$ cat src/logic/pecl_consts.svh
// Constants for the link event counter log page builder
`ifndef PECL_CONSTS_SVH
`define PECL_CONSTS_SVH
`define PECL_PAGE_BYTES    10'd512
`define PECL_LAST_BYTE     9'h1ff
`define PECL_HDR_BYTES     9'h004
`define PECL_ID_SIG        12'h00a
`define PECL_ID_CRC        12'h00b
`define PECL_ID_NONCRC     12'h00d
`define PECL_ID_END        16'h0000
`define PECL_SIZE_LSB      12
`define PECL_SIZE_16       3'h1
`define PECL_SIZE_32       3'h2
`define PECL_SIZE_48       3'h3
`define PECL_SIZE_64       3'h4
`define PECL_VENDOR_BIT    15
`define PECL_ENTRY_BYTES   9'h004
`define PECL_NUM_ENTRIES   3
`define PECL_FIFO_DEPTH    8
`endif

$ cat src/logic/pecl_pkg.sv
// Types shared by the log page builder and its helpers
package pecl_pkg;
  // Link events, each a one-cycle pulse
  typedef struct packed {
    logic sig_ack;
    logic crc_err;
    logic other_err;
    logic bist;
  } pecl_evt_t;
  // Page read request
  typedef struct packed {
    logic start;
    logic clear_after;
  } pecl_req_t;
  // Page byte with its position
  typedef struct packed {
    logic       last;
    logic [7:0] data;
  } pecl_byte_t;
  typedef enum logic [2:0] {
    PECL_IDLE = 3'b001,
    PECL_SEND = 3'b010,
    PECL_SUM  = 3'b100
  } pecl_state_t;
endpackage : pecl_pkg

$ cat src/logic/pecl_sat_counter.sv
// Saturating event counter, extended to the reported width with its full flag (ones only when saturated)
module pecl_sat_counter #(
  parameter int PHYS_W = 8,
  parameter int REP_W  = 16
) (
  input  wire logic             ref_clk_in,
  input  wire logic             reset_n_in,
  input  wire logic             event_in,
  input  wire logic             clear_in,
  output logic [REP_W-1:0]      value_out
);
  logic [PHYS_W-1:0] count_q;
  logic [PHYS_W-1:0] count_d;
  logic              full;

  // Holds at maximum, never wraps; clear wins since the event is then forgotten by design
  always_comb
  begin
    full    = &count_q;
    count_d = count_q;
    if (clear_in)
      count_d = '0;
    else if (event_in && !full)
      count_d = count_q + PHYS_W'(1);
  end

  always_ff @(posedge ref_clk_in)
  begin
    if (!reset_n_in)
      count_q <= '0;
    else
      count_q <= count_d;
  end

  // Upper bits follow saturation so a full counter reads all ones
  assign value_out = {{(REP_W-PHYS_W){full}}, count_q};
endmodule : pecl_sat_counter

$ cat src/logic/pecl_fifo.sv
// Small valid/ready FIFO for the outgoing page bytes
module pecl_fifo #(
  parameter int WIDTH = 9,
  parameter int DEPTH = 8
) (
  input  wire logic             ref_clk_in,
  input  wire logic             reset_n_in,
  input  wire logic             in_valid_in,
  output logic                  in_ready_out,
  input  wire logic [WIDTH-1:0] in_data_in,
  output logic                  out_valid_out,
  input  wire logic             out_ready_in,
  output logic [WIDTH-1:0]      out_data_out
);
  localparam int AW = $clog2(DEPTH);
  logic [WIDTH-1:0] mem_q [DEPTH];
  logic [AW-1:0]    wr_q, wr_d, rd_q, rd_d;
  logic [AW:0]      cnt_q, cnt_d;
  logic             push, pop;

  // Pointer and fill count update
  always_comb
  begin
    push  = in_valid_in && (cnt_q != (AW+1)'(DEPTH));
    pop   = out_ready_in && (cnt_q != '0);
    wr_d  = push ? ((wr_q == AW'(DEPTH-1)) ? '0 : wr_q + AW'(1)) : wr_q;
    rd_d  = pop ? ((rd_q == AW'(DEPTH-1)) ? '0 : rd_q + AW'(1)) : rd_q;
    cnt_d = cnt_q + (AW+1)'(push) - (AW+1)'(pop);
  end

  always_ff @(posedge ref_clk_in)
  begin
    if (!reset_n_in)
    begin
      wr_q  <= '0;
      rd_q  <= '0;
      cnt_q <= '0;
    end
    else
    begin
      wr_q  <= wr_d;
      rd_q  <= rd_d;
      cnt_q <= cnt_d;
    end
  end

  // Storage has no reset
  always_ff @(posedge ref_clk_in)
  begin
    if (push)
      mem_q[wr_q] <= in_data_in;
  end

  assign in_ready_out  = (cnt_q != (AW+1)'(DEPTH));
  assign out_valid_out = (cnt_q != '0);
  assign out_data_out  = mem_q[rd_q];
endmodule : pecl_fifo

$ cat src/logic/pecl_log_page.sv
// Link event counters and the 512-byte counter log page they are read through
// Notes on behaviour
// Count acknowledged reset-signature Register frames, id 00Ah
// Count frames refused for CRC, id 00Bh
// Count frames refused for other causes, id 00Dh
// Page is exactly 512 bytes
// Header, tail and reserved bytes are zero
// Zero identifier ends the entry list
// Each entry starts with 16-bit identifier
// Value width comes from identifier bits 14:12
// Saturated narrow counters read as all ones
// Counters saturate and hold
// Last byte makes page sum zero
// Host parses until zero identifier or page end
// Size codes 1..4 mean 16..64 bits
// BIST activation clears all counters
// Read with clear flag returns then clears
// Bit 15 marks vendor counters, size still coded
// Entries packed from byte 4, low byte first
`include "pecl_consts.svh"

// A start pulse snapshots the counters; the page then streams out through
// the byte FIFO, one byte per accepted transfer, with last on the checksum
module pecl_log_page #(
  parameter int PHYS_W = 8
) (
  input  wire logic                ref_clk_in,
  input  wire logic                reset_n_in,
  input  wire pecl_pkg::pecl_evt_t evt_in,
  input  wire pecl_pkg::pecl_req_t req_in,
  output logic                     busy_out,
  output pecl_pkg::pecl_byte_t     page_byte_out,
  output logic                     page_valid_out,
  input  wire logic                page_ready_in
);
  import pecl_pkg::*;

  // Every counter is reported in one 16-bit field
  localparam int REP_W = 16;

  // Counter values as reported, and the clear strobe shared by all counters
  logic [REP_W-1:0] val_sig, val_crc, val_oth;
  logic             clr_cnt;

  // Sequencer position in the page
  pecl_state_t      state_q, state_d;
  logic [8:0]       idx_q, idx_d;

  // Read context: running sum, pending clear and the counter snapshot
  logic [7:0]       sum_q, sum_d;
  logic             clr_pend_q, clr_pend_d;
  logic [REP_W-1:0] snap_q [`PECL_NUM_ENTRIES];
  logic [REP_W-1:0] snap_d [`PECL_NUM_ENTRIES];

  // Byte FIFO write and read sides
  logic             f_ready, f_valid;
  pecl_byte_t       f_in, f_out;
  logic             emit;
  logic [7:0]       cur_byte;

  // Output stage
  pecl_byte_t       out_q, out_d;
  logic             ov_q, ov_d;
  logic             busy_q, busy_d;

  // Builds an identifier with its size code; vendor bit left clear
  function automatic logic [15:0] make_id(input logic [11:0] code);
    logic [15:0] id;
    id = 16'h0000;
    id[`PECL_VENDOR_BIT] = 1'b0;
    id[`PECL_SIZE_LSB +: 3] = `PECL_SIZE_16;
    id[11:0] = code;
    return id;
  endfunction : make_id

  // Page byte map, one row per region
  //   0..3     header, zero
  //   4..7     entry for acknowledged reset signatures
  //   8..11    entry for CRC refusals
  //   12..15   entry for other refusals
  //   16..17   end identifier, zero
  //   18..510  reserved, zero
  //   511      checksum
  // Each entry is id low, id high, value low, value high
  // Picks the page byte at a given position from the snapshot
  function automatic logic [7:0] page_byte(input logic [8:0] pos,
                                           input logic [REP_W-1:0] s0,
                                           input logic [REP_W-1:0] s1,
                                           input logic [REP_W-1:0] s2);
    logic [8:0]  rel;
    logic [1:0]  ent;
    logic [1:0]  off;
    logic [15:0] id;
    logic [15:0] val;
    // Position relative to the first entry; wraps high inside the header
    rel = pos - `PECL_HDR_BYTES;
    ent = rel[3:2];
    off = rel[1:0];
    id  = `PECL_ID_END;
    val = 16'h0000;
    page_byte = 8'h00;
    if (pos >= `PECL_HDR_BYTES && rel < 9'(`PECL_NUM_ENTRIES * 4))
    begin
      // Identifier and snapshot value of the entry
      case (ent)
        2'd0:
        begin
          id  = make_id(`PECL_ID_SIG);
          val = s0;
        end
        2'd1:
        begin
          id  = make_id(`PECL_ID_CRC);
          val = s1;
        end
        default:
        begin
          id  = make_id(`PECL_ID_NONCRC);
          val = s2;
        end
      endcase
      // Identifier before value, low byte first in each
      case (off)
        2'd0:    page_byte = id[7:0];
        2'd1:    page_byte = id[15:8];
        2'd2:    page_byte = val[7:0];
        default: page_byte = val[15:8];
      endcase
    end
    // The two bytes after the last entry form the zero end identifier
    if (rel == 9'(`PECL_NUM_ENTRIES * 4) || rel == 9'(`PECL_NUM_ENTRIES * 4 + 1))
      page_byte = 8'h00;
  endfunction : page_byte

  // Counters clear on BIST activation or when a clearing read queues its checksum
  // An event in the clearing cycle is lost; the page already holds the snapshot
  assign clr_cnt = evt_in.bist
                 || (state_q == PECL_SUM && emit && clr_pend_q);

  // One saturating counter per reported event
  pecl_sat_counter #(.PHYS_W(PHYS_W), .REP_W(REP_W)) u_cnt_sig (
    .ref_clk_in (ref_clk_in),
    .reset_n_in (reset_n_in),
    .event_in   (evt_in.sig_ack),
    .clear_in   (clr_cnt),
    .value_out  (val_sig)
  );

  pecl_sat_counter #(.PHYS_W(PHYS_W), .REP_W(REP_W)) u_cnt_crc (
    .ref_clk_in (ref_clk_in),
    .reset_n_in (reset_n_in),
    .event_in   (evt_in.crc_err),
    .clear_in   (clr_cnt),
    .value_out  (val_crc)
  );

  pecl_sat_counter #(.PHYS_W(PHYS_W), .REP_W(REP_W)) u_cnt_oth (
    .ref_clk_in (ref_clk_in),
    .reset_n_in (reset_n_in),
    .event_in   (evt_in.other_err),
    .clear_in   (clr_cnt),
    .value_out  (val_oth)
  );

  // Byte offered to the FIFO: page body from the snapshot, then the checksum
  always_comb
  begin
    cur_byte  = page_byte(idx_q, snap_q[0], snap_q[1], snap_q[2]);
    emit      = f_ready && (state_q == PECL_SEND || state_q == PECL_SUM);
    f_in.data = cur_byte;
    f_in.last = 1'b0;
    if (state_q == PECL_SUM)
    begin
      f_in.data = 8'h00 - sum_q;
      f_in.last = 1'b1;
    end
  end

  // Page sequencer: waits for a request, streams 511 bytes, then the checksum
  always_comb
  begin
    state_d = state_q;
    idx_d   = idx_q;
    case (state_q)
      PECL_IDLE:
      begin
        if (req_in.start)
        begin
          idx_d   = 9'h000;
          state_d = PECL_SEND;
        end
      end
      PECL_SEND:
      begin
        if (emit)
        begin
          idx_d = idx_q + 9'h001;
          if (idx_q == `PECL_LAST_BYTE - 9'h001)
            state_d = PECL_SUM;
        end
      end
      PECL_SUM:
      begin
        if (emit)
          state_d = PECL_IDLE;
      end
      default:
        state_d = PECL_IDLE;
    endcase
  end

  // Sequencer registers
  always_ff @(posedge ref_clk_in)
  begin
    if (!reset_n_in)
    begin
      state_q <= PECL_IDLE;
      idx_q   <= 9'h000;
    end
    else
    begin
      state_q <= state_d;
      idx_q   <= idx_d;
    end
  end

  // Read context: snapshot and clear flag at the start, running sum per body byte
  always_comb
  begin
    snap_d     = snap_q;
    clr_pend_d = clr_pend_q;
    sum_d      = sum_q;
    if (state_q == PECL_IDLE && req_in.start)
    begin
      snap_d[0]  = val_sig;
      snap_d[1]  = val_crc;
      snap_d[2]  = val_oth;
      clr_pend_d = req_in.clear_after;
      sum_d      = 8'h00;
    end
    else if (state_q == PECL_SEND && emit)
      sum_d = sum_q + cur_byte;
  end

  // Read context registers
  always_ff @(posedge ref_clk_in)
  begin
    if (!reset_n_in)
    begin
      sum_q      <= 8'h00;
      clr_pend_q <= 1'b0;
      snap_q     <= '{default: '0};
    end
    else
    begin
      sum_q      <= sum_d;
      clr_pend_q <= clr_pend_d;
      snap_q     <= snap_d;
    end
  end

  // Eight-byte FIFO decouples the sequencer from reader stalls
  // The sequencer only advances on bytes the FIFO accepts
  pecl_fifo #(.WIDTH($bits(pecl_byte_t)), .DEPTH(`PECL_FIFO_DEPTH)) u_fifo (
    .ref_clk_in    (ref_clk_in),
    .reset_n_in    (reset_n_in),
    .in_valid_in   (emit),
    .in_ready_out  (f_ready),
    .in_data_in    (f_in),
    .out_valid_out (f_valid),
    .out_ready_in  (!ov_q || page_ready_in),
    .out_data_out  (f_out)
  );

  // Registered output stage so every output comes from a flip-flop
  // A new byte loads when the stage is empty or its byte is taken
  always_comb
  begin
    out_d  = out_q;
    ov_d   = ov_q;
    busy_d = (state_d != PECL_IDLE); // Busy until the checksum is queued
    if (!ov_q || page_ready_in)
    begin
      ov_d  = f_valid;
      out_d = f_valid ? f_out : '0;
    end
  end

  // Output registers
  always_ff @(posedge ref_clk_in)
  begin
    if (!reset_n_in)
    begin
      out_q  <= '0;
      ov_q   <= 1'b0;
      busy_q <= 1'b0;
    end
    else
    begin
      out_q  <= out_d;
      ov_q   <= ov_d;
      busy_q <= busy_d;
    end
  end

  assign page_byte_out  = out_q;
  assign page_valid_out = ov_q;
  assign busy_out       = busy_q;
endmodule : pecl_log_page

$ cat config.mk
export PLATFORM = sky130hd
export DESIGN_NAME = pecl_log_page
export DESIGN_NICKNAME = d
export VERILOG_FILES = /design/src/logic/pecl_pkg.sv /design/src/logic/pecl_sat_counter.sv /design/src/logic/pecl_fifo.sv /design/src/logic/pecl_log_page.sv
export VERILOG_INCLUDE_DIRS = /design/src /design/src/logic
export SDC_FILE = /design/constraint.sdc
export NUM_CORES = 1
export LEC_CHECK = 0
export ABC_CLOCK_PERIOD_IN_PS = 4800
export BUFFER_PORTS_ARGS = -buffer_cell sky130_fd_sc_hd__clkbuf_2
export CAP_MARGIN = 20
export CORE_ASPECT_RATIO = 1.4
export CORE_UTILIZATION = 35
export DETAILED_ROUTE_END_ITERATION = 8
export REMOVE_ABC_BUFFERS = 1
export SLEW_MARGIN = 10
export SYNTH_ARGS = -nofsm -noshare
export SYNTH_HDL_FRONTEND = slang
export SYNTH_SLANG_ARGS = --single-unit
$ cat constraint.sdc
create_clock -name ref_clk_in -period 4.8 [get_ports ref_clk_in]
set_input_delay 0.48 -clock ref_clk_in [delete_from_list [all_inputs] [get_ports ref_clk_in]]
set_output_delay 0.48 -clock ref_clk_in [all_outputs]
set_load 0.03 [all_outputs]
==> metrics.md, run 1 <==
| Metric | Value |
|---|---|
| Worst R2R Start | idx_q[2]$_SDFFE_PN0P_ |
| Most instantiated cells after synthesis | nand2_1, dfxtp_1, edfxtp_1 |
| Hold worst-path end | clr_pend_q$_SDFFE_PN0P_ |
| Core Area | between 20000 and 25000 µm² |
| Number of global-route vias before repair | around 4900 |
| Initial Util | 35.95% |
| Sequential Power Share | 44.7% |
| FFs w/ async S/R, synth | 0% |
| Post-CTS Hold Fix Bufs | 0 |
| CP Launch Type | register |
| Via count | approximately 5000 |
| CP Class | register to register |
| Clk buf depth | 2 |
| Total GRT Usage | roughly 15% |
| CTS Buf Count | 17 |
| Clock latency on the worst-skew pair | 0.43 ns |
| Data arrival, critical path | ~4 ns |
| Setup TNS | 0 ns |
| Cell area after synthesis | approximately 7700 µm² |
| DRT Pass-1 Iters | 5 |
| Gr ovfl total | 0 |
| Rel. slew slack | 31.42% |
| Hold Startpoint | req_in[0] |
| Clock power frac | approximately 40% |
| Fmax | between 200 and 300 MHz |
| Synth top area cells | edfxtp_1, dfxtp_1, mux4_2, ha_1, nand2_1 |
| Global-route wire length before repair | ~25000 µm |
| DRT iter0 DRCs | between 200 and 250 |
| DRC violations left | 0 |
| Post-route ant nets | 0 |
| Syn_area_per_cell | approximately 11 µm² |
| Largest net degree at the start of global routing | 38 |
| DR vias/cell | about 4.9 |
| Logic pwr share | between 10% and 20% |
| Pwr dens | between 400 and 500 nW/µm² |
| I/O Buffers | 19 |
| Setup Viol. Count Final | 0 |
| RR Endpoint | sum_q[6]$_SDFFE_PP0P_ |
| TritonCTS clock tree | done |
| TritonCTS Sinks | between 150 and 200 |
| Synth unique cells | 54 |
| Cts repair resizes | 0 |
| Clk pin slew, worst setup/hold paths | around 0.060 ns |
| Row count | between 60 and 70 |
| Top-count cell post-synth | nand2_1 |
| CP Data Required Time | roughly 5.1 ns |
| Ports | 20 |
| H-tree depth | 4 |
| Post-synth top area cell | edfxtp_1 |
| Ratio of cells with drive above 1 in the final layout | around 14% |
| Hold-critical path depth | 3 |
| DIE AREA | 22540 µm² |
| Slack of the worst reg-to-reg path | between 1 and 1.5 ns |
| Area added between synthesis and finish | 13.80% |
| Net Sw Frac | 26.23% |
| FF+latch count, synth | roughly 170 |
| CTS Root Cell | clkbuf_16 |
| Psw | 0.9558 mW |
| Final wirelength | 14900 µm |
| Gp weighted congestion | about 0.85 |
| Status | completed |
| Crit share post-route | between 70% and 80% |
| Unrepaired setup endpoints after global routing | no |
| Fill count | ~2100 |
| Post-synth EDFFs | 72 |
| Nets@finish | approximately 760 |
| Hpwl dp | roughly 10000 µm |
| Pint | approximately 2.7 mW |
| Syn. warnings | 0 |
| Postcts setup bufs | 0 |
| Static leakage | ~2.9 nW |
| Least-Margin Pin Slew | between 1 and 1.5 ns |
| Final min period | roughly 3.8 ns |
| Post-synth top flop | dfxtp_1 |
| Avg WL per Cell | between 10 and 15 µm |
| Diodes inserted | 0 |
| Max-capacitance violation count | 0 |
| Gate Count Post-Synth | ~700 |
| Final hold vios | 0 |
| Worst R2R Path Depth | 15 |
| Max VDD drop | approximately 0.00028 V |
| Setup Skew | roughly 0.012 ns |
| Critical Path Sink Type | register |
| Max Slew Vio Count | 0 |
| Antenna violations before repair | 0 |
| Die X | around 130 µm |
| Yosys top cell area share | 28.16% |
| Die Height | roughly 180 µm |
| Sequential area share after synthesis | 53.19% |
| Final Core Density | between 40% and 50% |
| HP Class | input port to register |
| Crit Path Max Fanout | 20 |
## metal layers
metal  global-route usage [%]  vias up  wire length (µm)
met1                    16.76     2360              6398
met3                    3.235       24               512
met5                        0        -                 0
met2                    25.60       75              7587
met4                    6.895        0               404
li1                         -     2524                 -
## flip-flops by register name, summed over array words and instances, names as in the netlist, named ones only
| signal | flops |
|---|---|
| state_q | 3 |
| u_cnt_oth.count_q | 8 |
| page_byte_out | 9 |
| u_fifo.mem_q | 72 |
| u_fifo.wr_q | 3 |
| sum_q | 8 |
| page_valid_out | 1 |
| snap_q | 27 |
| busy_out | 1 |
| u_fifo.cnt_q | 4 |
| idx_q | 9 |
| u_cnt_sig.count_q | 8 |
| u_fifo.rd_q | 3 |
| u_cnt_crc.count_q | 8 |
| clr_pend_q | 1 |
## worst max-delay path, cell delays in order (launching register included)
cell,delay [ns]
dfxtp_1,0.52
inv_1,0.17
ha_1,0.66
or3b_2,0.21
nand4_1,0.13
nor4_4,0.31
nor2b_1,0.24
ha_1,0.21
inv_1,0.06
fa_1,0.41
nor2b_1,0.12
o21ai_0,0.08
nand2b_1,0.12
a31oi_1,0.11
xor2_1,0.15
o31ai_1,0.18
## power by group through the flow
| stage | Combinational, mW | Sequential, mW | Clock, mW |
|---|---|---|---|
| after floorplan | 0.333 | 1.74 | 0 |
| after global placement | 0.576 | 1.66 | 0 |
| after detailed placement | 0.585 | 1.66 | 0 |
| after CTS | 0.586 | 1.63 | 1.48 |
| after global routing | 0.663 | 1.64 | 1.54 |
| final | 0.569 | 1.63 | 1.45 |
## kinds of logic after synthesis
logic type      share of synthesized area [%]
flops                                   53.19
xor+xnor                                4.106
mux                                     8.001
fa+ha+maj                               5.573
buf+inv                                 3.080
simple gates                            15.95
compound gates                          10.10
## placed cells by master, fill, tap and decap left out, drive strengths merged, types with 5 or more instances in the layout
master | Yosys | routed
a22oi | 9 | 9
nor3 | 17 | 17
o21ai | 23 | 23
mux2 | 7 | 7
inv | 21 | 24
a21oi | 30 | 30
a21boi | 32 | 32
nand2b | 8 | 8
edfxtp | 72 | 72
nor2b | 12 | 12
ha | 31 | 31
clkbuf | 25 | 37
mux2i | 13 | 13
or3 | 5 | 5
xor2 | 18 | 18
o21a | 6 | 6
nor2 | 47 | 47
xnor2 | 18 | 18
mux4 | 18 | 18
nand3 | 18 | 18
nand2 | 102 | 102
and2 | 14 | 14
buf | 11 | 14
nand4 | 13 | 13
dfxtp | 96 | 96
## through the flow
stage               hold slack [ns]  cell area (µm²)  cells  setup WS, ns  power (mW)
finish                       0.2850             8738   1026         1.037       3.643
global route                 0.3059             8738   1026        0.6905       3.843
floorplan                    0.4403             7521    669         1.467       2.077
CTS                          0.2683             8738   1026         1.023       3.696
detailed placement           0.4590             8113    994         1.047       2.250
global placement             0.4484             8113    994         1.137       2.238
## worst max-delay path by stage
stage | start | to | slack (ns) | cells after the start
floorplan | idx_q[2]$_SDFFE_PN0P_ | sum_q[6]$_SDFFE_PP0P_ | 1.47 | 15
global placement | idx_q[2]$_SDFFE_PN0P_ | sum_q[6]$_SDFFE_PP0P_ | 1.14 | 15
detailed placement | idx_q[2]$_SDFFE_PN0P_ | sum_q[6]$_SDFFE_PP0P_ | 1.05 | 15
CTS | idx_q[2]$_SDFFE_PN0P_ | sum_q[6]$_SDFFE_PP0P_ | 1.02 | 15
global route | idx_q[2]$_SDFFE_PN0P_ | sum_q[6]$_SDFFE_PP0P_ | 0.69 | 15
finish | idx_q[2]$_SDFFE_PN0P_ | sum_q[6]$_SDFFE_PP0P_ | 1.04 | 15
## area by class of cell
type	instances	area, µm²	share of cell area [%]
tap	292	365.4	4.181
clock inverter	14	196.4	2.248
clock buffer	18	429.2	4.911
multi-input combinational	480	3385	38.73
sequential	168	4084	46.74
timing repair buffer	33	200.2	2.291
inverter	21	78.83	0.9021
No activity file was read; power rests on OpenSTA's default activity.
==> run 2: changes to the inputs <==
--- a/config.mk
+++ b/config.mk
@@ -6,7 +6,7 @@
 export SDC_FILE = /design/constraint.sdc
 export NUM_CORES = 1
 export LEC_CHECK = 0
-export ABC_CLOCK_PERIOD_IN_PS = 4800
+export ABC_CLOCK_PERIOD_IN_PS = 3200
 export BUFFER_PORTS_ARGS = -buffer_cell sky130_fd_sc_hd__clkbuf_2
 export CAP_MARGIN = 20
 export CORE_ASPECT_RATIO = 1.4
==> constraint.sdc (replaced) <==
create_clock -name ref_clk_in -period 3.2 [get_ports ref_clk_in]
set_input_delay 0.32 -clock ref_clk_in [delete_from_list [all_inputs] [get_ports ref_clk_in]]
set_output_delay 0.32 -clock ref_clk_in [all_outputs]
set_load 0.03 [all_outputs]
==> run 2 against run 1 <==
  * Global-route usage grew 0.35 points
  * Clock power grew 39%
  * Fmax grew 25%
  * Worst setup slack lost 0.84 ns
  * Sequential power grew 49%
  * Worst hold slack lost 0.16 ns
  * Register-to-register slack lost 0.84 ns
  * Flip-flop and latch count is the same
  * First-iteration DRC count shrank 29%
  * Power grew 46%
  * Critical endpoint unchanged
  * Largest cell class unchanged
  * Largest power group unchanged
==> metrics.md, run 2 (synthesis results as in run 1) <==
| Metric | Value |
|---|---|
| Status | completed (unchanged) |
| Nets@finish | 775 (was 763) |
| CP Data Required Time | 3.53 ns (was 5.14 ns) |
| Setup Skew | 0.01599 ns (was 0.01244 ns) |
| Sequential Power Share | 45.9% (was 44.7%) |
| Leading cell types in the layout, fill and taps excluded | nand2_1, dfxtp_1, edfxtp_1 (unchanged) |
| Row count | 63 (unchanged) |
| Slowest stage cell on the critical path | dfxtp_4 (was ha_1) |
| TritonCTS Sinks | 168 (unchanged) |
| Final wirelength | 15480 µm (was 14900 µm) |
| Clk pin slew, worst setup/hold paths | 0.07 ns (was 0.06 ns) |
| Clock latency on the worst-skew pair | 0.43 ns (about the same) |
| Total GRT Usage | 14.93% (was 14.57%) |
| Largest net degree at the start of global routing | 40 (was 38) |
| Post-route ant nets | 0 (unchanged) |
| Final worst setup slack | 0.2011 ns (was 1.037 ns) |
| Avg WL per Cell | 14.91 µm (was 14.53 µm) |
| Commonest non-fill, non-tap cell in the layout | nand2_1 (unchanged) |
| Reg area | 4091 µm² (was 4084 µm²) |
| Worst path bufs/invs | 1 (was 2) |
| Area added between synthesis and finish | 15.02% (was 13.80%) |
| Biggest register | u_fifo.mem_q (unchanged) |
| Logic pwr share | 16.1% (was 15.6%) |
| Max VDD drop | 0.0003790 V (was 0.0002787 V) |
| Static leakage | 2.962 nW (was 2.905 nW) |
| Least-Margin Pin Slew | 0.8779 ns (was 1.025 ns) |
| Ratio of cells with drive above 1 in the final layout | 16.76% (was 13.62%) |
| Core Area | 21360 µm² (unchanged) |
| Worst hold slack | 0.1279 ns (was 0.2850 ns) |
| Pwr dens | 600.4 nW/µm² (was 416.9 nW/µm²) |
| Placed insts | 1006 (was 994) |
| Slack of the worst reg-to-reg path | 0.20 ns (was 1.04 ns) |
| Die X | 127.2 µm (unchanged) |
| Data arrival, critical path | 3.33 ns (was 4.10 ns) |
| TritonCTS clock tree | done (unchanged) |
| Gr ovfl total | 0 (unchanged) |
| DRC violations left | 0 (unchanged) |
| Crit Path Max Fanout | 6 (was 20) |
| Psw | 1.484 mW (was 0.9558 mW) |
| Clock power frac | 38.0% (was 39.7%) |
| Fin cells | 1038 (was 1026) |
| DR vias/cell | 4.910 (was 4.857) |
| Final min period | 2.999 ns (was 3.763 ns) |
| DRT iter0 DRCs | 177 (was 249) |
| Fill count | 2055 (was 2076) |
| Max reg flops | 72 (unchanged) |
| CTS Buf Count | 17 (unchanged) |
| Ports | 20 (unchanged) |
| Antenna violations before repair | 0 (unchanged) |
| Crit share post-route | 93.72% (was 78.40%) |
| Die Height | 177.3 µm (unchanged) |
| DRT Pass-1 Iters | 4 (was 5) |
| Multi-input gate area | 3422 µm² (was 3385 µm²) |
| Postcts setup bufs | 0 (unchanged) |
| CTS Root Cell | clkbuf_16 (unchanged) |
| I/O Buffers | 19 (unchanged) |
| Setup Viol. Count Final | 0 (unchanged) |
| HP Class | input port to register (unchanged) |
| CP peak stage delay | 0.37 ns (was 0.66 ns) |
| Post-CTS Hold Fix Bufs | 0 (unchanged) |
| Max-capacitance violation count | 0 (unchanged) |
| Unrepaired setup endpoints after global routing | no (unchanged) |
| Biggest regs | u_fifo.mem_q (72), snap_q (27) (unchanged) |
| Max Slew Vio Count | 0 (unchanged) |
| Net Sw Frac | 27.99% (was 26.23%) |
| CP Class | register to register (unchanged) |
| Initial Util | 35.95% (unchanged) |
| Worst-path cell chain | ha_1, or3b_2, nand4_1, nor4_4, nor2b_4, ha_2, inv_1, fa_2, nor2b_1, o21ai_0, nand2b_1, a31oi_1, xor2_1, o31ai_1 (was inv_1, ha_1, or3b_2, nand4_1, nor4_4, nor2b_1, ha_1, inv_1, fa_1, nor2b_1, o21ai_0, nand2b_1, a31oi_1, xor2_1, o31ai_1) |
| Final hold vios | 0 (unchanged) |
| Rel. slew slack | 41.39% (was 31.42%) |
| H-tree depth | 4 (unchanged) |
| Pint | 3.818 mW (was 2.687 mW) |
| Global-route wire length before repair | 25850 µm (was 25160 µm) |
| Hpwl dp | 10860 µm (was 10340 µm) |
| Fmax | 333.5 MHz (was 265.7 MHz) |
| Cts repair resizes | 0 (unchanged) |
| Critical Path Sink Type | register (unchanged) |
| Gp weighted congestion | 0.8271 (was 0.8479) |
| CP Launch Type | register (unchanged) |
| Clk buf depth | 2 (unchanged) |
| DIE AREA | 22540 µm² (unchanged) |
| Setup WS pre-CTS | 0.1378 ns (was 1.047 ns) |
| Crit-path leading delay family | simple AND/OR/NAND/NOR gates (was adder cells) |
| Diodes inserted | 0 (unchanged) |
| Via count | 5097 (was 4983) |
| Number of global-route vias before repair | 4961 (was 4917) |
==> run 2: worst register-to-register path, delay by kind of cell, from the launching register on <==
kind / cells / cell delay [ns]
simple gates: 6 / 1.13
buf+inv: 1 / 0.06
fa+ha+maj: 3 / 0.80
flops: 1 / 0.37
xor+xnor: 1 / 0.15
compound gates: 3 / 0.38
==> run 2: layout make-up <==
type / instances / area share (%)
sequential: 168 / 46.32
timing repair buffer: 45 / 3.287
tap: 292 / 4.137
clock buffer: 17 / 4.817
inverter: 21 / 0.8925
multi-input combinational: 480 / 38.74
clock inverter: 15 / 1.799
==> run 2: power groups by stage <==
stage	sequential (mW)	clock (mW)	combinational (mW)
3_3_place_gp	2.49	0	0.860
3_5_place_dp	2.49	0	0.872
5_1_grt	2.45	2.17	0.967
6_report	2.43	2.01	0.854
4_1_cts	2.44	2.07	0.875
2_1_floorplan	2.60	0	0.490
==> run 2: per-layer routing <==
layer	wire (µm)	GRT usage, %
met5	0	0
met4	261	5.605
met3	391	2.781
met2	7972	26.65
met1	6854	17.71
==> run 2: per-stage QoR <==
step | power [mW] | util (%) | instance area (µm²) | TNS [ns]
5_1_grt | 5.588 | 41.35 | 8832 | 0
4_1_cts | 5.383 | 41.14 | 8787 | 0
3_3_place_gp | 3.346 | 38.40 | 8203 | 0
2_1_floorplan | 3.093 | - | 7521 | -0.2791
3_5_place_dp | 3.361 | 38.40 | 8203 | 0
6_report | 5.302 | 41.35 | 8832 | 0
==> run 2: worst paths after layout <==
check / start / to / depth (start not counted)
worst max-delay path: idx_q[0]$_SDFFE_PN0P_ / sum_q[6]$_SDFFE_PP0P_ / 14
worst min-delay path: req_in[0] / clr_pend_q$_SDFFE_PN0P_ / 3
worst max register to register: idx_q[0]$_SDFFE_PN0P_ / sum_q[6]$_SDFFE_PP0P_ / 14
worst min register to register: snap_q[20]$_SDFFE_PN0P_ / snap_q[20]$_SDFFE_PN0P_ / 2
